$ cat src/nt_act_pkg.sv
package nt_act_pkg;

    // ****************************************************************
    // bus geometry and register map
    // ****************************************************************
    localparam int ADDR_W = 32;
    localparam int DATA_W = 32;
    localparam logic [7:0] REG_CMD = 8'h00;     // command byte, reads back last one
    localparam logic [7:0] REG_STATUS = 8'h04;  // live state and line view
    localparam logic [7:0] REG_EVENT = 8'h08;   // queued events, cleared when read
    localparam logic [7:0] REG_CONFIG = 8'h0C;  // options
    localparam int REG_SEL_W = 8;

    // ****************************************************************
    // command byte encodings
    // ****************************************************************
    localparam logic [7:0] CMD_POWER_UP = 8'h01;
    localparam logic [7:0] CMD_POWER_DOWN = 8'h02;
    localparam logic [7:0] CMD_ACTIVATE = 8'h03;
    localparam logic [7:0] CMD_DEACTIVATE = 8'h04;
    localparam logic [7:0] CMD_NOP = 8'hFF;

    // ****************************************************************
    // field positions
    // ****************************************************************
    localparam int ST_STATE_LSB = 0;   // status [2:0] state code
    localparam int ST_TX_LSB = 4;      // status [5:4] info being sent
    localparam int ST_INFO0_BIT = 8;   // status [8] info0 detected
    localparam int ST_SIG_BIT = 9;     // status [9] line signal present
    localparam int ST_LOCK_BIT = 10;   // status [10] frame lock
    localparam int CFG_HOLD_BIT = 0;   // config [0] 100 ms hold before info4
    localparam int CFG_ERR_BIT = 1;    // config [1] deliver error indication
    localparam logic [1:0] CFG_RESET = 2'h2;
    localparam int EVENT_W = 5;

    // ****************************************************************
    // timing
    // ****************************************************************
    localparam int CLK_PERIOD_NS = 8;
    localparam int GUARD_NS = 250_000;          // least gap info0 seen -> info2 sent
    localparam int HOLD_MS = 100;               // optional info4 hold-off
    localparam int GUARD_CYCLES = (GUARD_NS + CLK_PERIOD_NS - 1) / CLK_PERIOD_NS;
    localparam int HOLD_CYCLES = (HOLD_MS * 1_000_000 + CLK_PERIOD_NS - 1) / CLK_PERIOD_NS;
    localparam int T2_MS = 0;                   // pending-deactivation timer
    localparam int T2_MIN_MS = 25;
    localparam int T2_MAX_MS = 100;
    localparam int INFO0_ONES = 48;             // ones needed to declare info0

    // ****************************************************************
    // types
    // ****************************************************************
    typedef enum logic [2:0] {
        PWR_DOWN, G1_IDLE, G2_WAIT, G2_PEND, G2_ARMED, G3_ACTIVE, G2_GUARD
    } act_state_e;

    typedef enum logic [1:0] {
        INFO0, INFO2, INFO4
    } info_e;

    typedef struct packed {
        logic signal_present;  // energy on the line, any kind
        logic info1;           // receiver recognises info1
        logic info3;           // receiver recognises info3
        logic frame_lock;      // receive framing held
        logic bit_val;         // one received binary bit
        logic bit_valid;       // bit_val is fresh this cycle
    } line_rx_s;

    typedef struct packed {
        logic error;           // [4]
        logic deactivated;     // [3]
        logic activated;       // [2]
        logic act_pending;     // [1]
        logic line_detect;     // [0]
    } events_s;

endpackage : nt_act_pkg

$ cat src/nt_activation_fsm.sv
`timescale 1ns/1ps
// Operation
// - idle state G1 carries no data and sends INFO0.
// - pending activation G2 sends INFO2 and waits for INFO3.
// - activated state G3 sends INFO4.
// - T2 is zero, so G4 collapses into G1.
// - deactivate command in G2 or G3 goes straight to G1.
// - power-down senses line energy but never identifies the INFO.
// - any nonzero T2 lies strictly between 25 ms and 100 ms.
// - optional 100 ms hold after INFO3 before INFO4 and activation notice.
// - INFO0 declared only after 48 consecutive binary ones.
// - INFO0 in G3 gives INFO2 no sooner than 250 us later.
// - events queue until read; INFO levels are always observable.
// - deactivate and error indications to management may be suppressed.
// - INFO3 while pending raises the activation-pending event.
// - second activate command after that event enters G3.
module nt_activation_fsm #(
    parameter int GUARD_CYCLES = nt_act_pkg::GUARD_CYCLES,
    parameter int HOLD_CYCLES = nt_act_pkg::HOLD_CYCLES,
    parameter int T2_MS = nt_act_pkg::T2_MS
) (
    // clock and reset
    input wire logic sys_clk,
    input wire logic rst,
    // ahb-lite slave
    input wire logic hsel,
    input wire logic [nt_act_pkg::ADDR_W-1:0] haddr,
    input wire logic [1:0] htrans,
    input wire logic hwrite,
    input wire logic [2:0] hsize,
    input wire logic [nt_act_pkg::DATA_W-1:0] hwdata,
    input wire logic hready,
    output logic hreadyout,
    output logic hresp,
    output logic [nt_act_pkg::DATA_W-1:0] hrdata,
    // line receiver view
    input wire nt_act_pkg::line_rx_s line_rx,
    // line transmitter and processor attention
    output nt_act_pkg::info_e tx_info,
    output logic irq
);

    // ****************************************************************
    // elaboration checks
    // ****************************************************************
    initial begin
        if (T2_MS != 0 && (T2_MS <= nt_act_pkg::T2_MIN_MS || T2_MS >= nt_act_pkg::T2_MAX_MS))
            $error("nt_activation_fsm: T2_MS outside the open range 25..100 ms");
        if (T2_MS != 0)
            $error("nt_activation_fsm: only T2_MS = 0 is served, G4 is folded into G1");
        if (GUARD_CYCLES < 1 || HOLD_CYCLES < 1)
            $error("nt_activation_fsm: timer counts must be at least one");
    end

    // ****************************************************************
    // declarations
    // ****************************************************************
    localparam int TW = 24;

    nt_act_pkg::act_state_e state;
    nt_act_pkg::act_state_e next_state;
    nt_act_pkg::info_e next_tx_info;
    nt_act_pkg::events_s events;
    nt_act_pkg::events_s next_events;
    nt_act_pkg::events_s ev_set;

    logic dp_active;
    logic next_dp_active;
    logic dp_write;
    logic next_dp_write;
    logic [nt_act_pkg::REG_SEL_W-1:0] dp_addr;
    logic [nt_act_pkg::REG_SEL_W-1:0] next_dp_addr;
    logic rd_wait;
    logic next_rd_wait;
    logic [nt_act_pkg::DATA_W-1:0] next_hrdata;

    logic [7:0] last_cmd;
    logic [7:0] next_last_cmd;
    logic [1:0] config_bits;
    logic [1:0] next_config_bits;
    logic cmd_valid;
    logic event_read;
    logic hold_en;
    logic err_en;

    logic info1_prev;
    logic sig_prev;
    logic next_info1_prev;
    logic next_sig_prev;

    logic info0_seen;
    logic guard_load;
    logic guard_done;
    logic hold_load;
    logic hold_done;
    logic addr_phase;

    // ****************************************************************
    // ahb-lite slave
    // ****************************************************************

    // address phase taken only while the bus is ready and a transfer is live
    assign addr_phase = hsel && hready && htrans[1];

    // writes finish with no wait state; reads insert one so hrdata is a flop
    always_comb begin
        next_dp_active = dp_active;
        next_dp_write = dp_write;
        next_dp_addr = dp_addr;
        next_rd_wait = 1'b0;
        next_hrdata = hrdata;
        if (dp_active && !dp_write && !rd_wait) begin
            next_rd_wait = 1'b1;
            unique case (dp_addr)
                nt_act_pkg::REG_CMD: next_hrdata = {24'h00_0000, last_cmd};
                nt_act_pkg::REG_STATUS: begin
                    next_hrdata = '0;
                    next_hrdata[nt_act_pkg::ST_STATE_LSB +: 3] = state;
                    next_hrdata[nt_act_pkg::ST_TX_LSB +: 2] = tx_info;
                    next_hrdata[nt_act_pkg::ST_INFO0_BIT] = info0_seen;
                    next_hrdata[nt_act_pkg::ST_SIG_BIT] = line_rx.signal_present;
                    next_hrdata[nt_act_pkg::ST_LOCK_BIT] = line_rx.frame_lock;
                end
                nt_act_pkg::REG_EVENT: next_hrdata = {27'h000_0000, events};
                nt_act_pkg::REG_CONFIG: next_hrdata = {30'h0000_0000, config_bits};
                default: next_hrdata = 32'h0000_0000;   // unmapped reads as zero
            endcase
        end
        if (hreadyout) begin
            next_dp_active = addr_phase;
            next_dp_write = hwrite;
            next_dp_addr = haddr[nt_act_pkg::REG_SEL_W-1:0];
        end
    end

    always_ff @(posedge sys_clk or posedge rst) begin
        if (rst) begin
            dp_active <= 1'b0;
            dp_write <= 1'b0;
            dp_addr <= '0;
            rd_wait <= 1'b0;
            hrdata <= '0;
        end else begin
            dp_active <= next_dp_active;
            dp_write <= next_dp_write;
            dp_addr <= next_dp_addr;
            rd_wait <= next_rd_wait;
            hrdata <= next_hrdata;
        end
    end

    assign hreadyout = !(dp_active && !dp_write && !rd_wait);
    assign hresp = 1'b0;   // always okay; hsize is not checked, word access assumed

    // write strobes and the read-to-clear of the event queue
    assign cmd_valid = dp_active && dp_write && (dp_addr == nt_act_pkg::REG_CMD);
    assign event_read = dp_active && !dp_write && !rd_wait && (dp_addr == nt_act_pkg::REG_EVENT);

    // ****************************************************************
    // software registers
    // ****************************************************************

    // last command is kept for read-back so the driver can check its order
    always_comb begin
        next_last_cmd = last_cmd;
        next_config_bits = config_bits;
        if (cmd_valid) next_last_cmd = hwdata[7:0];
        if (dp_active && dp_write && dp_addr == nt_act_pkg::REG_CONFIG)
            next_config_bits = hwdata[1:0];
    end

    always_ff @(posedge sys_clk or posedge rst) begin
        if (rst) begin
            last_cmd <= nt_act_pkg::CMD_NOP;
            config_bits <= nt_act_pkg::CFG_RESET;
        end else begin
            last_cmd <= next_last_cmd;
            config_bits <= next_config_bits;
        end
    end

    assign hold_en = config_bits[nt_act_pkg::CFG_HOLD_BIT];
    assign err_en = config_bits[nt_act_pkg::CFG_ERR_BIT];

    // ****************************************************************
    // line helpers
    // ****************************************************************
    info0_detect #(
        .ONES(nt_act_pkg::INFO0_ONES)
    ) u_info0 (
        .sys_clk(sys_clk),
        .rst(rst),
        .bit_val(line_rx.bit_val),
        .bit_valid(line_rx.bit_valid),
        .detected(info0_seen)
    );

    delay_timer #(
        .CYCLES(GUARD_CYCLES),
        .W(TW)
    ) u_guard (
        .sys_clk(sys_clk),
        .rst(rst),
        .load(guard_load),
        .done(guard_done)
    );

    delay_timer #(
        .CYCLES(HOLD_CYCLES),
        .W(TW)
    ) u_hold (
        .sys_clk(sys_clk),
        .rst(rst),
        .load(hold_load),
        .done(hold_done)
    );

    // edge memories so a standing level raises only one event
    always_comb begin
        next_info1_prev = line_rx.info1;
        next_sig_prev = line_rx.signal_present;
    end

    always_ff @(posedge sys_clk or posedge rst) begin
        if (rst) begin
            info1_prev <= 1'b0;
            sig_prev <= 1'b0;
        end else begin
            info1_prev <= next_info1_prev;
            sig_prev <= next_sig_prev;
        end
    end

    // ****************************************************************
    // activation state machine
    // ****************************************************************

    // commands are acted on in the cycle their write data phase completes
    always_comb begin
        next_state = state;
        ev_set = '0;
        guard_load = 1'b0;
        hold_load = 1'b0;
        unique case (state)
            nt_act_pkg::PWR_DOWN: begin
                // only energy is sensed here, not which info it is
                if (line_rx.signal_present && !sig_prev) ev_set.line_detect = 1'b1;
                if (cmd_valid && hwdata[7:0] == nt_act_pkg::CMD_POWER_UP)
                    next_state = nt_act_pkg::G1_IDLE;
            end
            nt_act_pkg::G1_IDLE: begin
                if (line_rx.info1 && !info1_prev) ev_set.line_detect = 1'b1;
                if (cmd_valid && hwdata[7:0] == nt_act_pkg::CMD_ACTIVATE)
                    next_state = nt_act_pkg::G2_WAIT;
                else if (cmd_valid && hwdata[7:0] == nt_act_pkg::CMD_POWER_DOWN)
                    next_state = nt_act_pkg::PWR_DOWN;
            end
            nt_act_pkg::G2_WAIT: begin
                if (line_rx.info3) begin
                    next_state = nt_act_pkg::G2_PEND;
                    ev_set.act_pending = 1'b1;
                    hold_load = 1'b1;
                end
            end
            nt_act_pkg::G2_PEND: begin
                if (cmd_valid && hwdata[7:0] == nt_act_pkg::CMD_ACTIVATE) begin
                    if (hold_en && !hold_done) begin
                        next_state = nt_act_pkg::G2_ARMED;
                    end else begin
                        next_state = nt_act_pkg::G3_ACTIVE;
                        ev_set.activated = 1'b1;
                    end
                end
            end
            nt_act_pkg::G2_ARMED: begin
                // info4 and the activation notice wait for the hold-off
                if (hold_done) begin
                    next_state = nt_act_pkg::G3_ACTIVE;
                    ev_set.activated = 1'b1;
                end
            end
            nt_act_pkg::G3_ACTIVE: begin
                if (info0_seen || !line_rx.frame_lock) begin
                    next_state = nt_act_pkg::G2_GUARD;
                    guard_load = 1'b1;
                    ev_set.deactivated = err_en;
                    ev_set.error = err_en;
                end
            end
            nt_act_pkg::G2_GUARD: begin
                // info2 must not follow info0 too quickly
                if (guard_done) next_state = nt_act_pkg::G2_WAIT;
            end
            default: next_state = nt_act_pkg::G1_IDLE;  // three-bit code has a spare value
        endcase
        // with T2 at zero, deactivation lands in G1 at once, no G4
        if (cmd_valid && hwdata[7:0] == nt_act_pkg::CMD_DEACTIVATE &&
            state != nt_act_pkg::PWR_DOWN && state != nt_act_pkg::G1_IDLE) begin
            next_state = nt_act_pkg::G1_IDLE;
            ev_set.deactivated = 1'b1;
            guard_load = 1'b0;
        end
    end

    // the transmitted info is a function of the state being entered
    always_comb begin
        unique case (next_state)
            nt_act_pkg::G2_WAIT, nt_act_pkg::G2_PEND, nt_act_pkg::G2_ARMED:
                next_tx_info = nt_act_pkg::INFO2;
            nt_act_pkg::G3_ACTIVE: next_tx_info = nt_act_pkg::INFO4;
            default: next_tx_info = nt_act_pkg::INFO0;
        endcase
    end

    // queued events: a new event wins over the clear of the same read
    always_comb begin
        next_events = event_read ? nt_act_pkg::events_s'('0) : events;
        next_events = next_events | ev_set;
    end

    always_ff @(posedge sys_clk or posedge rst) begin
        if (rst) begin
            state <= nt_act_pkg::PWR_DOWN;
            tx_info <= nt_act_pkg::INFO0;
            events <= '0;
        end else begin
            state <= next_state;
            tx_info <= next_tx_info;
            events <= next_events;
        end
    end

    // attention line stays up while any event waits to be read
    assign irq = |events;

endmodule : nt_activation_fsm

$ cat src/info0_detect.sv
`timescale 1ns/1ps
// counts consecutive binary ones; declares info0 once enough have arrived
module info0_detect #(
    parameter int ONES = nt_act_pkg::INFO0_ONES
) (
    // clock and reset
    input wire logic sys_clk,
    input wire logic rst,
    // received bits
    input wire logic bit_val,
    input wire logic bit_valid,
    // result
    output logic detected
);
    localparam int CW = $clog2(ONES + 1);
    localparam logic [CW-1:0] TOP = CW'(ONES);

    initial begin
        if (ONES < 1) $error("info0_detect: ONES must be at least 1");
    end

    logic [CW-1:0] run;
    logic [CW-1:0] next_run;

    // a single zero restarts the run; the count saturates at the threshold
    always_comb begin
        next_run = run;
        if (bit_valid) begin
            if (!bit_val) next_run = '0;
            else if (run != TOP) next_run = run + CW'(1);
        end
    end

    always_ff @(posedge sys_clk or posedge rst) begin
        if (rst) run <= '0;
        else run <= next_run;
    end

    assign detected = (run == TOP);
endmodule : info0_detect

$ cat src/delay_timer.sv
`timescale 1ns/1ps
// one-shot down counter: load restarts it, done holds once it has run out
module delay_timer #(
    parameter int CYCLES = 16,
    parameter int W = 24
) (
    // clock and reset
    input wire logic sys_clk,
    input wire logic rst,
    // control
    input wire logic load,
    // result
    output logic done
);
    initial begin
        if (CYCLES < 1 || CYCLES >= (1 << W)) $error("delay_timer: CYCLES does not fit W");
    end

    logic [W-1:0] count;
    logic [W-1:0] next_count;

    // counting to zero rather than up avoids a wide compare per cycle
    always_comb begin
        next_count = count;
        if (load) next_count = W'(CYCLES);
        else if (count != '0) next_count = count - W'(1);
    end

    always_ff @(posedge sys_clk or posedge rst) begin
        if (rst) count <= '0;
        else count <= next_count;
    end

    assign done = (count == '0) && !load;
endmodule : delay_timer

$ cat config.mk
export PLATFORM = sky130hd
export DESIGN_NAME = nt_activation_fsm
export DESIGN_NICKNAME = d
export VERILOG_FILES = /design/src/nt_act_pkg.sv /design/src/nt_activation_fsm.sv /design/src/info0_detect.sv /design/src/delay_timer.sv
export SDC_FILE = /design/constraint.sdc
export NUM_CORES = 1
export LEC_CHECK = 0
export BUFFER_PORTS_ARGS = -buffer_cell sky130_fd_sc_hd__buf_4
export CORE_ASPECT_RATIO = 1.75
export CORE_MARGIN = 3
export CORE_UTILIZATION = 50
export CTS_BUF_LIST = sky130_fd_sc_hd__clkbuf_8
export CTS_CLUSTER_SIZE = 10
export DETAILED_ROUTE_END_ITERATION = 16
export PLACE_DENSITY = 0.75
export SYNTH_ARGS = -nofsm -noshare
export SYNTH_HDL_FRONTEND = slang
export SYNTH_SLANG_ARGS = --single-unit
export TNS_END_PERCENT = 1
$ cat constraint.sdc
create_clock -name sys_clk -period 8.6 [get_ports sys_clk]
set_clock_uncertainty 0.2 [all_clocks]
set_input_delay 0.86 -clock sys_clk [delete_from_list [all_inputs] [get_ports sys_clk]]
set_output_delay 0.86 -clock sys_clk [all_outputs]
set_load 0.1 [all_outputs]
==> metrics, run 1 <==
total I/O pin count=117; H-tree depth=3; worst slack, placed=5680 ps; placed cell area=0.00533 mm2; post-CTS setup buffer count=0; FILL cells=827; minimum clock period=2890 ps; slew at the pin closest to its max-slew limit=around 740 ps; DR DRC count=0; Finish-stage setup viols=0; GR Overflow Total=0; Final Cell Area=0.00554 mm2; Max-Cap Viols=0; Setup CP Type=reg2out; Mapped Cells=505; sequential share of the synthesized area=just under 50%; post_cts resized=0; worst path bufs/invs=1; Core Region=0.00959 mm2; Avg WL per Cell=15.5 um; first-pass GRT wire length=17.9 mm; most common flop cell mapped by yosys=dfrtp_1; HPWL after DPL=7.75 mm; vias=3,734; CP Max Fanout=27; routed vias/inst=between 5 and 6; Area Growth Syn to Fin=11.1%; final period utilization=33.6%; Antenna Nets Post-Route=0; RSZ-0062 raised after global routing=false; Cell Chain, Critical Path=or3b_2 -> buf_4; Clk pin slew, worst setup/hold paths=~100 ps; pin count of the biggest net entering global routing=56; Mean Syn Cell Area=9.87 um2; initial antenna violation count=0; max_slew headroom=50.7%; routability cong.=about 0.86; r2r endpoint=tx_info[0]; P_leak=2.32 nW; Clock Latency Late Sink=370 ps; run status=finished, final reports clean; CTS max path bufs=2; EDFF count, synth=0; Routed WL=between 10 and 15 mm; Setup crit end kind=output pin; crit start category=register; Initial Util=52.0%; Tot Pwr=1.02 mW; worst hold start=dp_addr[5]; top cells by area, synth=dfrtp_1 45%, nand2_1 5.8%, dfstp_2 4.7%; Rows=47; Setup TNS Final=0 ps; CTS Hold Bufs=0; async set-reset flop share out of synthesis=100%; Max stage delay cell, worst path=or3b_2; r2r worst-path depth=6; Root Buffer Master=clkbuf_8; die area=0.0112 mm2; Die W=81.5 um; Total GRT Usage=20.2%; Critical Path RT=7540 ps; post-synth cell types=63; Seq cells post-synth=98; cell taking the most area after synthesis=dfrtp_1; max-slew violation count=0; Critical R2R Launch=u_guard.count[17]; hold_ws=281 ps; CTS tree=built; drt pass-1 iters=4; slowest stage delay, CP=~720 ps; antenna cells=0; maximum vdd drop=about 130 uV; Synth top area share=44.7%; number of port buffers=42; YS warnings=0; final core utilization=~58%; final hold violation count=0; family with the most delay on the worst path=simple AND/OR/NAND/NOR gates; dpl cells=657; Final #Nets=632; Die H=138 um; post-route insts no fill=673; Post-synth top cells=89 x dfrtp_1, 77 x nand2_1, 46 x nor2_1; crit path DAT=1830 ps; share of cells above drive strength 1=between 10% and 20%; Num CTS Buffers=9; vias in the first global route=3,951; hold-critical path depth=2; Worst Slack Setup Final=5710 ps; Reg2Reg Setup Slack=between 5000 and 6000 ps; clock sink count=98; Min-Delay Path Class=reg2reg; Mapped Area=0.00498 mm2; WHS Endpoint=dp_addr[5]; Max Clk Rate=0.346 GHz; Initial DRC Count=196; Pwr Density=between 150 and 200 mW/mm2; cell with the most instances after synthesis=dfrtp_1
## layout by cell type (no fill, tap or decap), types with 10 or more instances in the layout
cell type,n
nand3_1,24
mux2_2,11
xor2_1,19
xnor2_1,12
dfrtp_1,89
o21ai_0,17
nor2_1,46
nor3_1,11
inv_1,12
clkbuf_8,10
nand2_1,77
buf_4,43
conb_1,22
## worst min-delay path, delay by kind of cell, from the launching register on
kind | cells | cell delay (ps)
DFF | 1 | 360
and+or+nand+nor | 2 | 100
## registers in the layout, indices dropped and copies added (netlist names)
register       flops
u_info0.run        6
dp_active          1
state              3
tx_info            2
dp_write           1
info1_prev         1
last_cmd           8
dp_addr            8
events             5
sig_prev           1
hrdata            11
rd_wait            1
config_bits        2
u_guard.count     24
u_hold.count      24
## report_power, final
part / switching, mW / internal (mW)
Sequential: 0.0391 / 0.500
Combinational: 0.111 / 0.0562
Clock: 0.168 / 0.145
## worst max path at each step
stage / from / to / cells after the start
3_3_place_gp: hwdata[3] / tx_info[0] / 7
5_1_grt: u_info0.run[1] / u_guard.count[16] / 7
6_report: dp_write / hreadyout / 2
2_1_floorplan: rst / config_bits[0] / 1
3_5_place_dp: hwdata[3] / tx_info[0] / 7
4_1_cts: dp_write / hreadyout / 2
## cell families after synthesis
kind of cell	after synthesis	synth area share (%)
AO/OA/AOI/OAI	66	9.06
multiplexers	17	4.19
AND/OR/NAND/NOR	239	25.1
flip-flops	98	49.4
adder cells (fa/ha/maj)	6	1.51
other	1	0.0752
XOR/XNOR	31	5.45
buffers and inverters	47	5.20
## layer usage
layer	vias to the layer above	track usage (%)	routed length, um
met2	90	36.8	5890
met4	0	8.90	296
li1	1805	-	-
met1	1812	21.7	3820
met3	27	3.65	394
met5	-	0	0
## layout make-up
type                    instances  area (um2)  area share (%)
inverters                      13        50.0           0.904
clock buffers                  10         138            2.48
repair buffers                 43         323            5.83
flip-flops and latches         98        2460            44.5
multi-input cells             381        2340            42.2
clock inverters                 6        72.6            1.31
well taps                     122         153            2.76
(Power assumes the default switching activity.)
==> run 2, diff against run 1 <==
- clock period: 8.6 -> 2.9 ns (I/O delays scaled with it)
==> run 2 against run 1 <==
Compared with the run above:
- non-clock buffer count up 40
- power increased to 3.0 times the previous value
- register-to-register slack worse by 5600 ps
- sequential share of layout area decreased by 2.7 points
- wire length up 2.9%
- largest power group unchanged
==> metrics, run 2 (synthesized netlist as in run 1, its figures left out) <==
run status=finished, final reports clean; dpl cells=674 (+2.6%); Avg WL per Cell=15.0 um (-2.9%); r2r worst-path depth=6 (unchanged); crit start category=register; Num CTS Buffers=9 (unchanged); Setup TNS Final=0 ps (unchanged); RSZ-0062 raised after global routing=false; Initial DRC Count=233 (+19%); max_slew headroom=53.3% (+2.6 points); CTS max path bufs=2 (unchanged); pin count of the biggest net entering global routing=40 (-29%); Max stage delay cell, worst path=or4_4; Final #Nets=672 (+6.3%); final period utilization=93.7%; Critical Path RT=3000 ps (-4540 ps); initial antenna violation count=0 (unchanged); Routed WL=10.7 mm (+2.9%); Final Cell Area=0.00590 mm2 (+6.6%); placed cell area=0.00547 mm2 (+2.7%); crit-path most repeated cell=or3_4; Initial Util=52.0% (unchanged); Levels on crit path=6 (+4); Min-Delay Path Class=in2reg; HPWL after DPL=7.81 mm (+0.75%); Total GRT Usage=20.4% (+0.19 points); slowest stage delay, CP=560 ps (-160 ps); worst path bufs/invs=0 (-1); Setup CP Type=reg2reg; Root Buffer Master=clkbuf_8; DR DRC count=0 (unchanged); Finish-stage setup viols=0 (unchanged); Setup crit end kind=register; vias=3,947 (+5.7%); slew at the pin closest to its max-slew limit=699 ps (-39.6 ps); final hold violation count=0 (unchanged); worst slack, placed=215 ps (-5460 ps); antenna cells=0 (unchanged); Rows=47 (unchanged); first-pass GRT wire length=18.1 mm (+1.5%); CTS tree=built; Clk pin slew, worst setup/hold paths=100 ps (about the same); P_leak=2.50 nW (+7.7%); Cell Chain, Critical Path=or4_4 -> nand2b_4 -> or3_4 -> or3_4 -> or4_1 -> a21oi_1; post_cts resized=0 (unchanged); post-route insts no fill=713 (+5.9%); routability cong.=0.902 (+5.3%); Worst Slack Setup Final=184 ps (-5530 ps); crit path DAT=2820 ps (+990 ps); Antenna Nets Post-Route=0 (unchanged); Pwr Density=515 mW/mm2 (+180%); maximum vdd drop=362 uV (+180%); GR Overflow Total=0 (unchanged); vias in the first global route=3,948 (-0.076%); minimum clock period=around 2700 ps; FILL cells=787 (-4.8%); post-CTS setup buffer count=0 (unchanged); Core Region=0.00959 mm2 (unchanged); hold_ws=23.7 ps (-258 ps); die area=0.0112 mm2 (unchanged); Tot Pwr=3.04 mW (+200%); clock sink count=98 (unchanged); routed vias/inst=5.54 (-0.23%); Max-Cap Viols=0 (unchanged); Area Growth Syn to Fin=18.4%; total I/O pin count=117 (unchanged); CP Max Fanout=5 (-81%); final core utilization=61.6% (+3.8 points); Die W=81.5 um (unchanged); Largest regs=u_guard.count x24, u_hold.count x24, hrdata x11; CTS Hold Bufs=23 (+23); H-tree depth=3 (unchanged); Max Clk Rate=around 0.37 GHz; share of cells above drive strength 1=19.5% (+1.7 points); most frequent cells in the layout=89 x dfrtp_1, 77 x nand2_1, 59 x buf_4; family with the most delay on the worst path=simple AND/OR/NAND/NOR gates; number of port buffers=42 (unchanged); hold-critical path depth=2 (unchanged); commonest non-fill, non-tap cell in the layout=dfrtp_1; max-slew violation count=0 (unchanged); Die H=138 um (unchanged); drt pass-1 iters=4 (unchanged); Clock Latency Late Sink=370 ps (about the same)
run 2: worst paths after layout:
kind / startpoint / endpoint / slack [ps]
min reg2reg: dp_addr[1] / dp_addr[1] / 270
min in group asynchronous: rst / info1_prev / 390
max in group asynchronous: rst / last_cmd[0] / 1280
max reg2reg: u_guard.count[6] / u_guard.count[16] / 180
max: u_guard.count[6] / u_guard.count[16] / 180
min: hwdata[0] / config_bits[0] / 20
run 2: report_power, final:
| part | internal (mW) | switching (mW) |
|---|---|---|
| logic | 0.202 | 0.350 |
| registers | 1.48 | 0.108 |
| clock network | 0.405 | 0.491 |
run 2: final cells by class:
class / instances / area (um2) / area share [%]
Sequential cell: 98 / 2460 / 41.7
Multi-Input combinational cell: 381 / 2340 / 39.6
Timing Repair Buffer: 83 / 693 / 11.7
Tap cell: 122 / 153 / 2.59
Clock buffer: 9 / 124 / 2.10
Clock inverter: 7 / 76.3 / 1.29
Inverter: 13 / 52.6 / 0.890
run 2: routing by layer:
metal  up-vias  part of all wire [%]  GRT usage, %
met3        26                   3.9          3.45
met5         -                     0             0
met1      1941                    38          23.9
li1       1880                     -             -
met2       100                    55          35.2
met4         0                   3.2          9.35
==> run 3, diff against run 2 <==
- PLACE_DENSITY: 0.75 -> 0.74
- SYNTH_HIERARCHICAL: default -> 1
==> run 3 against run 2 <==
Compared with the run above:
- synthesized cell count rose by 13%
- non-clock buffer count fell by 1
- via count grew 12%
- global-route usage up 0.65 points
- register-to-register slack worse by 20 ps
- sequential power rose by 11%
- critical path type is now in2reg
- largest power group unchanged
==> metrics, run 3 <==
Min-Delay Path Class=in2reg; pin count of the biggest net entering global routing=36 (-10%); minimum clock period=2750 ps (+32.8 ps); Clock Latency Late Sink=380 ps (about the same); HPWL after DPL=8.66 mm (+11%); routed vias/inst=5.74 (+3.6%); slew at the pin closest to its max-slew limit=964 ps (+265 ps); run status=finished, final reports clean; Pwr Density=585 mW/mm2 (+14%); CP startpoint=hwdata[4]; Seq cells post-synth=98 (unchanged); post-synth cell types=75 (+19%); Initial DRC Count=264 (+13%); Max Clk Rate=0.364 GHz (-1.2%); async set-reset flop share out of synthesis=100% (unchanged); CP Max Fanout=2 (-3); Total GRT Usage=21.0% (+0.65 points); DR DRC count=0 (unchanged); Tot Pwr=3.68 mW (+21%); Antenna Nets Post-Route=0 (unchanged); H-tree depth=3 (unchanged); P_leak=2.62 nW (+5.1%); Setup crit end kind=register; die area=0.0122 mm2 (+8.8%); maximum vdd drop=367 uV (+1.5%); crit path DAT=2850 ps (+30 ps); final hold violation count=0 (unchanged); crit start category=primary input; Setup CP Type=in2reg; max-slew violation count=0 (unchanged); vias=4,417 (+12%); worst slack, placed=96.6 ps (-118 ps); cell taking the most area after synthesis=dfrtp_1; Largest regs=u_guard/count x24, u_hold/count x24, hrdata x11; share of cells above drive strength 1=21.3% (+1.8 points); Post-synth top cells=89 x dfrtp_1, 63 x nand2_1, 51 x nor2_1; final period utilization=94.8% (+1.1 points); Worst Slack Setup Final=151 ps (-32.8 ps); Mean Syn Cell Area=9.56 um2 (-3.1%); Critical R2R Launch=u_hold/count[12]; Core Region=0.0105 mm2 (+9.4%); Die W=84.9 um (+4.2%); Clk pin slew, worst setup/hold paths=110 ps (about the same); GR Overflow Total=0 (unchanged); max_slew headroom=35.7% (-18 points); routability cong.=0.868 (-3.8%); Area Growth Syn to Fin=15.4%; dpl cells=733 (+8.8%); Mapped Area=0.00545 mm2 (+9.3%); combinational family with the most area after synthesis=simple AND/OR/NAND/NOR gates; mux share of post-synthesis cell area=7.00% (+2.8 points); area share of and/or/nand/nor cells after synthesis=27.5% (+2.4 points); clock sink count=98 (unchanged); YS warnings=6 (+6); number of port buffers=42 (unchanged); Critical Path RT=3000 ps (about the same); Rows=49 (+4.3%); first-pass GRT wire length=20.9 mm (+15%); cell with the most instances after synthesis=dfrtp_1; Avg WL per Cell=15.8 um (+5.1%); Synth Area in Compound Gates=10.8% (+1.8 points); most frequent cells in the layout=89 x dfrtp_1, 63 x nand2_1, 62 x buf_4; xor/xnor cell area share of the yosys netlist=1.77% (-3.7 points); sequential share of the synthesized area=45.2% (-4.2 points); Finish-stage setup viols=0 (unchanged); Synth top area share=40.9% (-3.8 points); Final #Nets=724 (+7.7%); RSZ-0062 raised after global routing=false; total I/O pin count=117 (unchanged); Routed WL=12.1 mm (+13%); worst hold start=hwdata[0]; Root Buffer Master=clkbuf_8; vias in the first global route=4,434 (+12%); post-route insts no fill=770 (+8.0%); commonest non-fill, non-tap cell in the layout=dfrtp_1; Initial Util=52.0% (about the same); Die H=144 um (+4.4%); Max-Cap Viols=0 (unchanged); Num CTS Buffers=9 (unchanged); drt pass-1 iters=5 (+1); Setup TNS Final=0 ps (unchanged); antenna cells=0 (unchanged); CTS max path bufs=2 (unchanged); CTS tree=built; most common flop cell mapped by yosys=dfrtp_1; Mapped Cells=570 (+13%); EDFF count, synth=0 (unchanged); Adder-Cell Fraction of Synth Area=1.38% (-0.13 points); top cells by area, synth=dfrtp_1 41%, dfstp_2 4.3%, nand2_1 4.3%; initial antenna violation count=0 (unchanged)
## run 3: cell count changes in the layout (fill, tap and decap cells not counted), moves of 6 or more
cell and change:
nand3_1 -12, a21oi_1 +9, nand2_1 -14, nor3_1 +11, xor2_1 -19, mux2i_1 +15, nor2b_1 +14, a22o_1 -6
nor4_1 +8
## run 3: layout make-up
| type | count | area (um2) |
|---|---|---|
| Clock buffer | 9 | 124 |
| Clock inverter | 7 | 61.3 |
| Fill cell | 908 | 4200 |
| Inverter | 18 | 67.6 |
| Multi-Input combinational cell | 429 | 2750 |
| Sequential cell | 98 | 2460 |
| Tap cell | 127 | 159 |
| Timing Repair Buffer | 82 | 666 |
## run 3: worst max-delay path, stage by stage
cell	delay (ps)
dlygate4sd3_1	530
buf_4	130
or4_4	550
nor4_4	170
and3_4	230
nor2b_1	60
nor4_2	230
o21ai_1	90
nand2_1	110
nand2_1	70
o32a_1	280
o21ai_1	110
## run 3: cells by family after synthesis
family,count (synthesis)
AND/OR/NAND/NOR,268
adder cells (fa/ha/maj),6
flip-flops,98
buffers and inverters,64
AO/OA/AOI/OAI,86
multiplexers,36
XOR/XNOR,11
other,1
## run 3: repair_timing
| item | in CTS | in global routing |
|---|---|---|
| buffers inserted | 0 | 1 |
| hold endpoints to repair | 87 | 0 |
| gates resized for setup | 0 | 3 |
| hold buffers | 20 | 0 |
| setup endpoints to repair | 0 | 2 |
## run 3: routing by layer
metal	up-vias	wire (um)	global-route usage (%)
li1	2139	-	-
met1	2168	4880	24.7
met2	99	6730	38.7
met3	11	364	3.36
met4	0	173	6.84
met5	-	0	0
## run 3: path summary, 6_finish.rpt
path | depth (start not counted) | slack, ps | to
min in group asynchronous | 3 | 220 | u_info0/run[4]
max in group asynchronous | 3 | 1390 | u_guard/count[19]
min reg2reg | 2 | 280 | dp_addr[4]
min | 3 | 20 | state[1]
max | 12 | 150 | tx_info[0]
max reg2reg | 7 | 160 | tx_info[1]
## run 3: report_power, final
part / total [mW] / internal (mW) / switching (mW)
logic: 1.06 / 0.415 / 0.643
registers: 1.76 / 1.56 / 0.206
clock network: 0.860 / 0.329 / 0.531
total: 3.68 / 2.30 / 1.38
## run 3: stage by stage
step | area (um2) | utilization, % | hold slack [ps]
6_report | 6290 | 60.0 | 22.8
5_1_grt | 6290 | 60.0 | 1.65
4_1_cts | 6270 | 59.8 | 3.03
3_5_place_dp | 5890 | 56.1 | 59.1
3_3_place_gp | 5890 | 56.1 | 54.6
2_1_floorplan | 5540 | - | -119
